## src/rtl/jtc_pkg.sv

```systemverilog
// Package of the test access port controller: instruction codes,
// data path widths, controller states and timing figures.
// Assumes a single system clock that oversamples the test clock pin.
package jtc_pkg;

   // Instruction register
   localparam int IR_W = 3;
   localparam logic [2:0] IR_EXTEST = 3'h0;
   localparam logic [2:0] IR_SAMPLE = 3'h1;
   localparam logic [2:0] IR_DEBUG = 3'h2;
   localparam logic [2:0] IR_BYPASS = 3'h3;
   localparam logic [2:0] IR_PROG = 3'h4;
   localparam logic [2:0] IR_BYPASS_B = 3'h5;
   localparam logic [2:0] IR_RSVD = 3'h6;
   localparam logic [2:0] IR_BYPASS_C = 3'h7;
   localparam logic [2:0] IR_CAPTURE = 3'h1;
   localparam logic [2:0] IR_RESET = IR_BYPASS;

   // Data path widths
   localparam int DBG_W = 10;
   localparam int PRG_W = 3;

   // Pin reset levels: the pins idle high behind weak pull-ups
   localparam logic [2:0] PIN_RST = 3'h7;
   localparam logic TDO_IDLE = 1'b1;

   // Timing: test clock at most one eighth of the system clock
   localparam int CLK_PERIOD_NS = 20;
   localparam int TCK_RATIO = 8;
   localparam int TCK_MIN_HALF_CYC = (TCK_RATIO + 1) / 2;
   localparam int GAP_W = 4;
   localparam logic [3:0] GAP_MAX = 4'hF;

   // Controller states, Gray steps along the scan paths
   typedef enum logic [3:0] {
      ST_TLR = 4'h0,
      ST_RTI = 4'h1,
      ST_SEL_DR = 4'h3,
      ST_CAP_DR = 4'h2,
      ST_SH_DR = 4'h6,
      ST_EX1_DR = 4'h7,
      ST_UPD_DR = 4'h5,
      ST_PAUSE_DR = 4'h4,
      ST_EX2_DR = 4'hC,
      ST_SEL_IR = 4'hD,
      ST_CAP_IR = 4'hF,
      ST_SH_IR = 4'hE,
      ST_EX1_IR = 4'hA,
      ST_PAUSE_IR = 4'hB,
      ST_EX2_IR = 4'h9,
      ST_UPD_IR = 4'h8
   } jtc_state_t;

   // Selected data path between serial input and output
   typedef enum logic [1:0] {
      PATH_BYP = 2'h0,
      PATH_DBG = 2'h1,
      PATH_PRG = 2'h2
   } jtc_path_t;

endpackage : jtc_pkg

```

## src/rtl/jtc_sync.sv

```systemverilog
// Two-flop synchroniser for a group of single-bit levels.
// Assumes each bit is an independent level; no word coherence.
`timescale 1ns/1ns
`default_nettype none
module jtc_sync
   import jtc_pkg::*;
#(
   parameter int W = 1,
   parameter logic [W-1:0] RST = '0
) (
   // Clock, reset, enable
   input wire logic clk,
   input wire logic rst_n,
   input wire logic ce,
   // Levels
   input wire logic [W-1:0] d,
   output logic [W-1:0] q
);

   logic [W-1:0] meta_r;

   // First flop feeds only the second
   always_ff @(posedge clk or negedge rst_n) begin
      if (!rst_n) begin
         meta_r <= RST;
         q <= RST;
      end else if (ce) begin
         meta_r <= d;
         q <= meta_r;
      end
   end

endmodule : jtc_sync
`default_nettype wire

```

## src/rtl/jtc_dreg.sv

```systemverilog
// Data shift register with its parallel buffer, one per private path.
// Assumes shift and update strobes are single-cycle, never together.
`timescale 1ns/1ns
`default_nettype none
module jtc_dreg
   import jtc_pkg::*;
#(
   parameter int W = DBG_W
) (
   // Clock, reset, enable
   input wire logic clk,
   input wire logic rst_n,
   input wire logic ce,
   // Strobes from the controller
   input wire logic shift_en,
   input wire logic update_en,
   input wire logic tdi,
   // Parallel side
   input wire logic [W-1:0] par_in,
   output logic [W-1:0] par_out,
   output logic upd_pulse,
   // Serial output bit
   output logic lsb
);

   logic [W-1:0] sh_r;

   // Shift toward the output, swap with buffers on update
   always_ff @(posedge clk or negedge rst_n) begin
      if (!rst_n) begin
         sh_r <= '0;
         par_out <= '0;
      end else if (ce) begin
         if (shift_en) begin
            sh_r <= {tdi, sh_r[W-1:1]};
         end else if (update_en) begin
            par_out <= sh_r;
            sh_r <= par_in;
         end
      end
   end

   // One-cycle notice that fresh data sits in the buffer
   always_ff @(posedge clk or negedge rst_n) begin
      if (!rst_n) begin
         upd_pulse <= 1'b0;
      end else if (ce) begin
         upd_pulse <= update_en;
      end
   end

   assign lsb = sh_r[0];

endmodule : jtc_dreg
`default_nettype wire

```

## src/rtl/jtc_tap.sv

```systemverilog
// Test access port controller: sixteen-state controller, 3-bit
// instruction register, bypass cell, debug and programming paths.
// Assumes the test clock pin is far slower than clk and is sampled.
`timescale 1ns/1ns
`default_nettype none
module jtc_tap
   import jtc_pkg::*;
(
   // System clock, reset, enable
   input wire logic clk,
   input wire logic rstn,
   input wire logic ce,
   // Test port pins
   input wire logic tck,
   input wire logic tms,
   input wire logic tdi,
   output logic tdo,
   output logic tdo_oe,
   // Debug path parallel side
   input wire logic [DBG_W-1:0] dbg_tx_data,
   output logic [DBG_W-1:0] dbg_rx_data,
   output logic dbg_rx_valid,
   // Programming path parallel side
   input wire logic [PRG_W-1:0] prg_tx_data,
   output logic [PRG_W-1:0] prg_rx_data,
   output logic prg_rx_valid,
   // Controller status
   output logic [3:0] tap_state,
   output logic [IR_W-1:0] parallel_instruction_register,
   output logic path_debug,
   output logic path_prog,
   output logic tck_too_fast
);

   logic [1:0] rst_sync_r;
   logic rst_n;
   logic [2:0] pins_q;
   logic tck_q;
   logic tms_q;
   logic tdi_q;
   logic tck_d_r;
   logic tck_rise;
   logic tck_fall;
   jtc_state_t state_r;
   jtc_state_t state_nxt;
   logic [IR_W-1:0] ir_sh_r;
   logic [IR_W-1:0] ir_r;
   jtc_path_t path_r;
   jtc_path_t path_nxt;
   logic byp_r;
   logic in_sh_dr;
   logic in_sh_ir;
   logic dbg_shift;
   logic prg_shift;
   logic dbg_upd;
   logic prg_upd;
   logic dbg_lsb;
   logic prg_lsb;
   logic dr_lsb;
   logic tdo_r;
   logic tdo_oe_r;
   logic [GAP_W-1:0] gap_r;
   logic fast_r;

   // Reset release through two flops; assertion stays asynchronous
   // A release taken straight from the pin could meet clk mid-edge and
   // leave some flops in reset one cycle longer than others
   always_ff @(posedge clk or negedge rstn) begin
      if (!rstn) begin
         rst_sync_r <= 2'h0;
      end else if (ce) begin
         rst_sync_r <= {rst_sync_r[0], 1'b1};
      end
   end
   assign rst_n = rst_sync_r[1];

   // Pins come from the host's domain; pull-up levels at reset
   // All three pins share one latency, so mode select and serial input
   // stay lined up with the test clock edges that the edge finder sees
   jtc_sync #(
      .W(3),
      .RST(PIN_RST)
   ) u_pin_sync (
      .clk(clk),
      .rst_n(rst_n),
      .ce(ce),
      .d({tdi, tms, tck}),
      .q(pins_q)
   );
   assign tck_q = pins_q[0];
   assign tms_q = pins_q[1];
   assign tdi_q = pins_q[2];

   // Edge finder on the synchronised test clock
   always_ff @(posedge clk or negedge rst_n) begin
      if (!rst_n) begin
         tck_d_r <= PIN_RST[0];
      end else if (ce) begin
         tck_d_r <= tck_q;
      end
   end
   // No edges while the test clock stands still, so all holds except the speed watch gap count
   assign tck_rise = tck_q & ~tck_d_r;
   assign tck_fall = ~tck_q & tck_d_r;

   // Controller graph, mode select taken at each rising edge
   // Every state has a way back: mode select high reaches reset within
   // five edges, which recovers from any stray host activity
   always_comb begin
      state_nxt = state_r;
      case (state_r)
         ST_TLR: state_nxt = tms_q ? ST_TLR : ST_RTI;
         ST_RTI: state_nxt = tms_q ? ST_SEL_DR : ST_RTI;
         ST_SEL_DR: state_nxt = tms_q ? ST_SEL_IR : ST_CAP_DR;
         ST_CAP_DR: state_nxt = tms_q ? ST_EX1_DR : ST_SH_DR;
         ST_SH_DR: state_nxt = tms_q ? ST_EX1_DR : ST_SH_DR;
         ST_EX1_DR: state_nxt = tms_q ? ST_UPD_DR : ST_PAUSE_DR;
         ST_PAUSE_DR: state_nxt = tms_q ? ST_EX2_DR : ST_PAUSE_DR;
         ST_EX2_DR: state_nxt = tms_q ? ST_UPD_DR : ST_SH_DR;
         ST_UPD_DR: state_nxt = tms_q ? ST_SEL_DR : ST_RTI;
         ST_SEL_IR: state_nxt = tms_q ? ST_TLR : ST_CAP_IR;
         ST_CAP_IR: state_nxt = tms_q ? ST_EX1_IR : ST_SH_IR;
         ST_SH_IR: state_nxt = tms_q ? ST_EX1_IR : ST_SH_IR;
         ST_EX1_IR: state_nxt = tms_q ? ST_UPD_IR : ST_PAUSE_IR;
         ST_PAUSE_IR: state_nxt = tms_q ? ST_EX2_IR : ST_PAUSE_IR;
         ST_EX2_IR: state_nxt = tms_q ? ST_UPD_IR : ST_SH_IR;
         ST_UPD_IR: state_nxt = tms_q ? ST_SEL_DR : ST_RTI;
         default: state_nxt = ST_TLR;
      endcase
   end

   // State advances only on a rising test clock edge
   always_ff @(posedge clk or negedge rst_n) begin
      if (!rst_n) begin
         state_r <= ST_TLR;
      end else if (ce && tck_rise) begin
         state_r <= state_nxt;
      end
   end

   assign in_sh_dr = (state_r == ST_SH_DR);
   assign in_sh_ir = (state_r == ST_SH_IR);

   // Instruction shift register: capture and shift on rising edges
   // Contents do not matter outside the instruction scan, so they hold
   always_ff @(posedge clk or negedge rst_n) begin
      if (!rst_n) begin
         ir_sh_r <= IR_CAPTURE;
      end else if (ce && tck_rise) begin
         if (state_r == ST_CAP_IR) begin
            ir_sh_r <= IR_CAPTURE;
         end else if (in_sh_ir) begin
            ir_sh_r <= {tdi_q, ir_sh_r[IR_W-1:1]};
         end
      end
   end

   // Parallel instruction: bypass in reset, load at update falling edge
   // Data-scan states never reach this register
   always_ff @(posedge clk or negedge rst_n) begin
      if (!rst_n) begin
         ir_r <= IR_RESET;
      end else if (ce) begin
         if (state_r == ST_TLR) begin
            ir_r <= IR_RESET;
         end else if (tck_fall && state_r == ST_UPD_IR) begin
            ir_r <= ir_sh_r;
         end
      end
   end

   // Path decode of the instruction about to be loaded
   // Decoding the shift register, not the loaded copy, lets path and
   // instruction change on the same update edge
   always_comb begin
      path_nxt = path_r;
      case (ir_sh_r)
         IR_EXTEST: path_nxt = path_r;
         IR_SAMPLE: path_nxt = path_r;
         IR_DEBUG: path_nxt = PATH_DBG;
         IR_PROG: path_nxt = PATH_PRG;
         IR_BYPASS: path_nxt = PATH_BYP;
         IR_BYPASS_B: path_nxt = PATH_BYP;
         IR_BYPASS_C: path_nxt = PATH_BYP;
         // Reserved code has no path; keeping the old one is the safe guess
         IR_RSVD: path_nxt = path_r;
         default: path_nxt = path_r;
      endcase
   end

   // Selected path follows the instruction update; reset picks bypass
   always_ff @(posedge clk or negedge rst_n) begin
      if (!rst_n) begin
         path_r <= PATH_BYP;
      end else if (ce) begin
         if (state_r == ST_TLR) begin
            path_r <= PATH_BYP;
         end else if (tck_fall && state_r == ST_UPD_IR) begin
            path_r <= path_nxt;
         end
      end
   end

   // Bypass cell: zero on capture, one cell of delay while shifting
   // Capturing zero lets the host count cells in an unknown chain
   always_ff @(posedge clk or negedge rst_n) begin
      if (!rst_n) begin
         byp_r <= 1'b0;
      end else if (ce && tck_rise) begin
         if (state_r == ST_CAP_DR) begin
            byp_r <= 1'b0;
         end else if (in_sh_dr && path_r == PATH_BYP) begin
            byp_r <= tdi_q;
         end
      end
   end

   // Strobes for the private paths
   // Shift and update never coincide, as they need different states
   assign dbg_shift = tck_rise && in_sh_dr && path_r == PATH_DBG;
   assign prg_shift = tck_rise && in_sh_dr && path_r == PATH_PRG;
   assign dbg_upd = tck_fall && state_r == ST_UPD_DR && path_r == PATH_DBG;
   assign prg_upd = tck_fall && state_r == ST_UPD_DR && path_r == PATH_PRG;

   // Debug path, 10 bits
   jtc_dreg #(
      .W(DBG_W)
   ) u_dbg (
      .clk(clk),
      .rst_n(rst_n),
      .ce(ce),
      .shift_en(dbg_shift),
      .update_en(dbg_upd),
      .tdi(tdi_q),
      .par_in(dbg_tx_data),
      .par_out(dbg_rx_data),
      .upd_pulse(dbg_rx_valid),
      .lsb(dbg_lsb)
   );

   // Programming path, 3 bits
   jtc_dreg #(
      .W(PRG_W)
   ) u_prg (
      .clk(clk),
      .rst_n(rst_n),
      .ce(ce),
      .shift_en(prg_shift),
      .update_en(prg_upd),
      .tdi(tdi_q),
      .par_in(prg_tx_data),
      .par_out(prg_rx_data),
      .upd_pulse(prg_rx_valid),
      .lsb(prg_lsb)
   );

   // Output bit of the selected data path
   always_comb begin
      case (path_r)
         PATH_DBG: dr_lsb = dbg_lsb;
         PATH_PRG: dr_lsb = prg_lsb;
         default: dr_lsb = byp_r;
      endcase
   end

   // Serial output moves only on falling edges, driven in shift states
   // Launching on the fall gives the host, sampling on its rise, a bit
   // that has settled for a whole half period
   always_ff @(posedge clk or negedge rst_n) begin
      if (!rst_n) begin
         tdo_r <= TDO_IDLE;
         tdo_oe_r <= 1'b0;
      end else if (ce && tck_fall) begin
         if (in_sh_ir) begin
            tdo_r <= ir_sh_r[0];
            tdo_oe_r <= 1'b1;
         end else if (in_sh_dr) begin
            tdo_r <= dr_lsb;
            tdo_oe_r <= 1'b1;
         end else begin
            tdo_r <= TDO_IDLE;
            tdo_oe_r <= 1'b0;
         end
      end
   end

   // Test clock speed watch: a half period shorter than allowed is
   // flagged and held until reset, since sampled edges may be lost
   // Limitation: the flag only warns; a scan under way may be garbled
   always_ff @(posedge clk or negedge rst_n) begin
      if (!rst_n) begin
         gap_r <= GAP_MAX;
         fast_r <= 1'b0;
      end else if (ce) begin
         if (tck_rise || tck_fall) begin
            gap_r <= '0;
            if (gap_r < GAP_W'(TCK_MIN_HALF_CYC - 1)) begin
               fast_r <= 1'b1;
            end
         end else if (gap_r != GAP_MAX) begin
            gap_r <= gap_r + 1'b1;
         end
      end
   end

   // Status outputs
   assign tdo = tdo_r;
   assign tdo_oe = tdo_oe_r;
   assign tap_state = state_r;
   assign parallel_instruction_register = ir_r;
   assign path_debug = (path_r == PATH_DBG);
   assign path_prog = (path_r == PATH_PRG);
   assign tck_too_fast = fast_r;

endmodule : jtc_tap
`default_nettype wire

```

## config.mk

```make
export PLATFORM = sky130hd
export DESIGN_NAME = jtc_tap
export DESIGN_NICKNAME = d
export VERILOG_FILES = /design/src/rtl/jtc_pkg.sv /design/src/rtl/jtc_sync.sv /design/src/rtl/jtc_dreg.sv /design/src/rtl/jtc_tap.sv
export SDC_FILE = /design/constraint.sdc
export NUM_CORES = 1
export LEC_CHECK = 0
export BUFFER_PORTS_ARGS = -buffer_cell sky130_fd_sc_hd__buf_4
export CORE_MARGIN = 5
export CORE_UTILIZATION = 56
export DETAILED_ROUTE_END_ITERATION = 16
export HOLD_SLACK_MARGIN = 0.02
export PLACE_DENSITY = 0.76
export SYNTH_ARGS = -nofsm -noshare
export SYNTH_HDL_FRONTEND = slang
export SYNTH_SLANG_ARGS = --single-unit
```

## constraint.sdc

```tcl
create_clock -name clk -period 2.2 [get_ports clk]
set_input_delay 0.33 -clock clk [delete_from_list [all_inputs] [get_ports clk]]
set_output_delay 0.33 -clock clk [all_outputs]
set_load 0.02 [all_outputs]
```

* Yosys cells after proc, flatten, opt, wreduce, memory -nomap -nowiden
Cells that the tools add are included.
** Cells by class
- $add $sub $neg :: 1
- Order comparisons :: 1
- Equal/unequal tests :: 26
- Mux-type cells :: 33
- Bitwise operators :: 6
- Reductions and logical operators :: 35
** Operators by type and width (count)
- case mux 4 bit (12 select lines) :: 1
- equality test 4 bit (second input constant) :: 8
- 2-to-1 mux 3 bit :: 8
- 2-to-1 mux 10 bit :: 2
- 2-to-1 mux 4 bit :: 5
- equality test 4 x 3 -> 1 bit (second input constant) :: 4
- equality test 3 bit (second input constant) :: 4
- 2-to-1 mux 2 bit :: 6
- AND reduction 2 bit :: 6
- AND reduction 3 bit :: 4
- nonzero test 2 bit :: 6
- logical AND 1 bit :: 10
- 2-to-1 mux 1 bit :: 9
- OR reduction 3 bit :: 3
- equality test 4 x 2 -> 1 bit (second input constant) :: 2
- equality test 3 x 2 -> 1 bit (second input constant) :: 2
- case mux 2 bit (3 select lines) :: 1
- adder 4 x 1 -> 4 bit (second input constant) :: 1
- equality test 4 x 1 -> 1 bit (second input constant) :: 1
- zero test 4 bit :: 1
- less-than comparator 4 x 2 -> 1 bit (second input constant) :: 1
- inequality test 4 bit (second input constant) :: 1
- NOT 1 bit :: 4
- OR reduction 2 bit :: 2
- 9 further kinds :: 10
** Word-level totals
- Register bits :: 57
- Bits of input ports :: 19
- Output and inout port bits :: 27
- Logic and storage cells :: 121

* Longest topological paths before layout
- Depth after elaboration :: 6
- Mapped depth :: 8

* By module
Synthesis repeated with hierarchy kept, for this count alone.
** Second synthesis, totals
- Cell total of the unflattened synthesis :: 274
- Area, all modules :: 2915.3 sq um
** By module, submodules not included
- jtc_tap :: instances 1, cells each 154, area an instance 1392.6 sq um, sequential area each 586.8 sq um
- jtc_dreg (u_dbg) :: instances 1, cells each 81, area an instance 952.2 sq um, sequential area each 525.5 sq um
- jtc_dreg (u_prg) :: instances 1, cells each 26, area an instance 311.5 sq um, sequential area each 175.2 sq um
- jtc_sync :: instances 1, cells each 13, area an instance 259.0 sq um, sequential area each 157.7 sq um

* Least setup slack after synthesis
OpenSTA, ideal clock, no wires.
- Path kind :: register to register
- Start :: register u_pin_sync.q[0]
- End :: register u_dbg.sh_r[0]
- Setup time :: 0.125 ns
- Arrival :: 1.822 ns
- Required time :: 2.075 ns
- Slack :: 0.253 ns
- Stages on the path, launching flop included :: 9
- Buffers on the path :: 2
- Period minus slack after synthesis :: 1.947 ns
- Path through :: dfstp_2 -> inv_1 -> ha_1 -> buf_2 -> and2_1 -> nand4_1 -> a21bo_2 -> buf_4 -> mux2_2
** Between the ends
- Cells in the longest elaborated chain, start to end :: 6
- Elaborated cells on any way between the ends :: 10
- Those cells by class :: mux: 1; bitwise: 3; reduce/logical: 6
** RTL lines
- start, declared :: line jtc_sync.sv:17 : output logic [W-1:0] q
- start signal, assigned :: line jtc_sync.sv:29 : q <= meta_r;
- NOT 1 bit :: line jtc_tap.sv:104 : assign tck_fall = ~tck_q & tck_d_r;
- AND 1 bit :: line jtc_tap.sv:104
- logical AND 1 bit (2 in a row) :: line jtc_tap.sv:222 : assign dbg_upd = tck_fall && state_r == ST_UPD_DR && path_r == PATH_DBG;
- nonzero test 2 bit (no line)
- AND reduction 2 bit (no line)
- end signal, assigned :: line jtc_dreg.sv:35 : sh_r <= {tdi, sh_r[W-1:1]};
- end signal, assigned :: line jtc_dreg.sv:38 : sh_r <= par_in;
- end, declared :: line jtc_dreg.sv:26 : logic [W-1:0] sh_r;
Parallel ways exist; a longest one is shown, timed or not.
A chain may end at the register's enable or synchronous reset.

* Final worst setup path
- Start :: register path_r[1]
- End :: register u_dbg.sh_r[0]
** Between the ends
- Cells in the longest elaborated chain, start to end :: 4
- Elaborated cells on any way between the ends :: 6
- Those cells by class :: eq/ne: 1; mux: 1; reduce/logical: 4
** RTL lines
- start, declared :: line jtc_tap.sv:48 : jtc_path_t path_r;
- start signal, assigned :: line jtc_tap.sv:199 : path_r <= path_nxt;
- equality test 2 x 1 -> 1 bit (*) :: line jtc_tap.sv:220, jtc_tap.sv:222
- logical AND 1 bit (on tied branches) :: line jtc_tap.sv:220, jtc_tap.sv:222
- nonzero test 2 bit (no line)
- AND reduction 2 bit (no line)
Mark *: on every way between the ends. The rest lies on a longest branch, timed or not.

==> impl_metrics.tcl <==
set metrics [dict create \
    ys_ff_latch 57 \
    cts_max_level 3 \
    synth_nets 284 \
    dp.cells 367 \
    holdBufCountCts 1 \
    wire_per_inst_um 15.3 \
    post_dp_cell_area_mm2 0.00325 \
    place_ws_ps 307 \
    synthArstFlopShare 1.00 \
    io_pins 46 \
    final.setup.tns_ps 0 \
    ys.flop_type "dfrtp_1" \
    maxCapViolCount 0 \
    setup_violations 0 \
    synth_area_leader_cell "dfrtp_1" \
    post-route-util 0.719 \
    p_leak_nw 1.59 \
    cts_buffers 9 \
    drtAntennaViolNets 0 \
    grt_pass1_wl_um 10100 \
    cp-start-kind "flop" \
    powerDensity_mw_per_mm2 885 \
    synth-seq-area-share 0.513 \
    yosysWarnings 0 \
    globalRouteOverflowTotal 0 \
    antenna_found_initial 0 \
    fin_cells 384 \
    fp.coreArea_mm2 0.00482 \
    hold_viol 0 \
    die_h_um 80.9 \
    critPathKind "flop to flop" \
    ctsResizeCount 0 \
    drt_pass1_iterations 4 \
    cts_tree "yes" \
    hold_class "flop to asynchronous set/reset pin" \
    slew_violations 0 \
    rsz0062_at_grt "false" \
    outcome "complete, no violations" \
    fin_area_mm2 0.00346 \
    avgSynthCellArea_um2 10.9 \
    drive_gt1_frac 0.382 \
    vias 2141 \
    synth.most_common_cell "dfrtp_1" \
    synth_cell_types 45 \
    clock-sinks 57 \
    clk_pin_slew_worst_paths_ps 70 \
    netlist_area_mm2 0.00282 \
    synthTopCellsByArea "dfrtp_1 (37%), dfstp_2 (14%), mux2_2 (10%), mux2_1 (4.0%), o21ai_0 (3.4%)" \
    gp_congestion 0.823 \
    num_antenna_cells 0 \
    worstSetupEndpointType "flop" \
    drt_iter0_drc 121 \
    arrival_ps 2130 \
    grt_pass1_vias 2160 \
    max_slew.worst_pin.slew_ps 491 \
    root_buffer "clkbuf_8" \
    port_buffers 45 \
    rows 25 \
    synthToLayoutAreaGrowth_pct 22.9 \
    fmax_mhz 522 \
    fin_crit_ps 1920 \
    clk_latency_ps 340 \
    fin_ws_ps 283 \
    vdd_ir_drop_max_uv 481 \
    die_w_um 80.9 \
    via_per_inst 5.58 \
    synth_edf_count 0 \
    start_util 0.585 \
    grt_max_degree 23 \
    hpwl_um 4220 \
    max_slew_margin 0.672 \
    num-nets-final 337 \
    cts_buffer_depth 2 \
    holdWs_ps 163 \
    reg2reg_slack_ps 280 \
    skew_ps 7.38 \
    worstPathMaxFanout 11 \
    drcViolationCount 0 \
    period_share 0.871 \
    worstPathRequired_ps 2420 \
    routed_wirelength_um 5870 \
    finalPower_mw 3.06 \
    grt.total_usage 0.201 \
    syn_inst 259 \
    dieArea_mm2 0.00655 \
    cts_setup_buffers 0 \
    netlist_top_cells_count "dfrtp_1 (42), mux2_2 (26), inv_1 (19), o21ai_0 (19), nand2_1 (17)" \
    synth_top_area_share 0.373 \
]
[path summary, 6_finish.rpt]
check	endpoint	depth (start not counted)	from
max	u_dbg.sh_r[0]	5	path_r[1]
min in group clk	u_pin_sync.meta_r[2]	2	tdi
min	tck_too_fast	0	rst_sync_r[1]
min reg2reg	tck_too_fast	0	rst_sync_r[1]
max in group asynchronous	tdo	1	rst_sync_r[1]
max reg2reg	u_dbg.sh_r[0]	5	path_r[1]
[registers in the layout (all words and copies together) (netlist names)]
| signal | flops |
|---|---|
| u_dbg.par_out | 10 |
| u_dbg.sh_r | 10 |
| gap_r | 4 |
| tap_state | 4 |
| ir_sh_r | 3 |
| parallel_instruction_register | 3 |
| u_pin_sync.meta_r | 3 |
| u_pin_sync.q | 3 |
| u_prg.par_out | 3 |
| u_prg.sh_r | 3 |
| path_r | 2 |
| rst_sync_r | 2 |
| byp_r | 1 |
| tck_d_r | 1 |
| tck_too_fast | 1 |
| tdo | 1 |
| tdo_oe | 1 |
| u_dbg.upd_pulse | 1 |
| u_prg.upd_pulse | 1 |
[placed cells by master, fill, tap and decap left out, drive strengths merged, types with 2 or more instances in the layout]
master and instances:
mux2 36, nand4 5, nor2 11, a31o 2
nor2b 4, and2b 2, nand2 17, clkinv 3
nor3 3, ha 6, o21ai 19, o21a 2
buf 55, dfstp 15, o22ai 7, inv 19
o32a 2, clkinvlp 2, a31oi 6, nand3 9
nand2b 3, o31ai 3, a21oi 11, a22o 5
dfrtp 42, clkbuf 10, and2 2
[kinds of logic after synthesis]
logic type               Yosys count  synth area share
AO/OA/AOI/OAI                     64             0.147
buffers and inverters             33            0.0493
AND/OR/NAND/NOR                   62             0.117
multiplexers                      37             0.147
flip-flops                        57             0.513
adder cells (fa/ha/maj)            6            0.0267
[layout make-up]
class	instances	area [um^2]
well taps	67	83.8
repair buffers	56	423
multi-input cells	169	1230
inverters	19	71.3
fillers	386	1360
flip-flops and latches	57	1450
clock buffers	10	138
clock inverters	6	67.6
[metal layers]
layer / share of wire / track usage
met1: 0.44 / 0.271
met2: 0.47 / 0.306
met3: 0.069 / 0.0588
met4: 0.012 / 0.0760
met5: 0 / 0
[where the power goes]
group	internal (mW)	leakage (nW)	switching, mW
registers	1.20	0.651	0.133
logic	0.335	0.842	0.410
clock network	0.554	0.0985	0.426
total	2.09	1.59	0.969
[worst max-delay path: stages (launching register included)]
cell     delay [ps]
dfrtp_1         400
inv_1           100
ha_1            250
and4_4          350
a21bo_2         320
mux2_2          370
No activity file was read; power rests on OpenSTA's default activity.
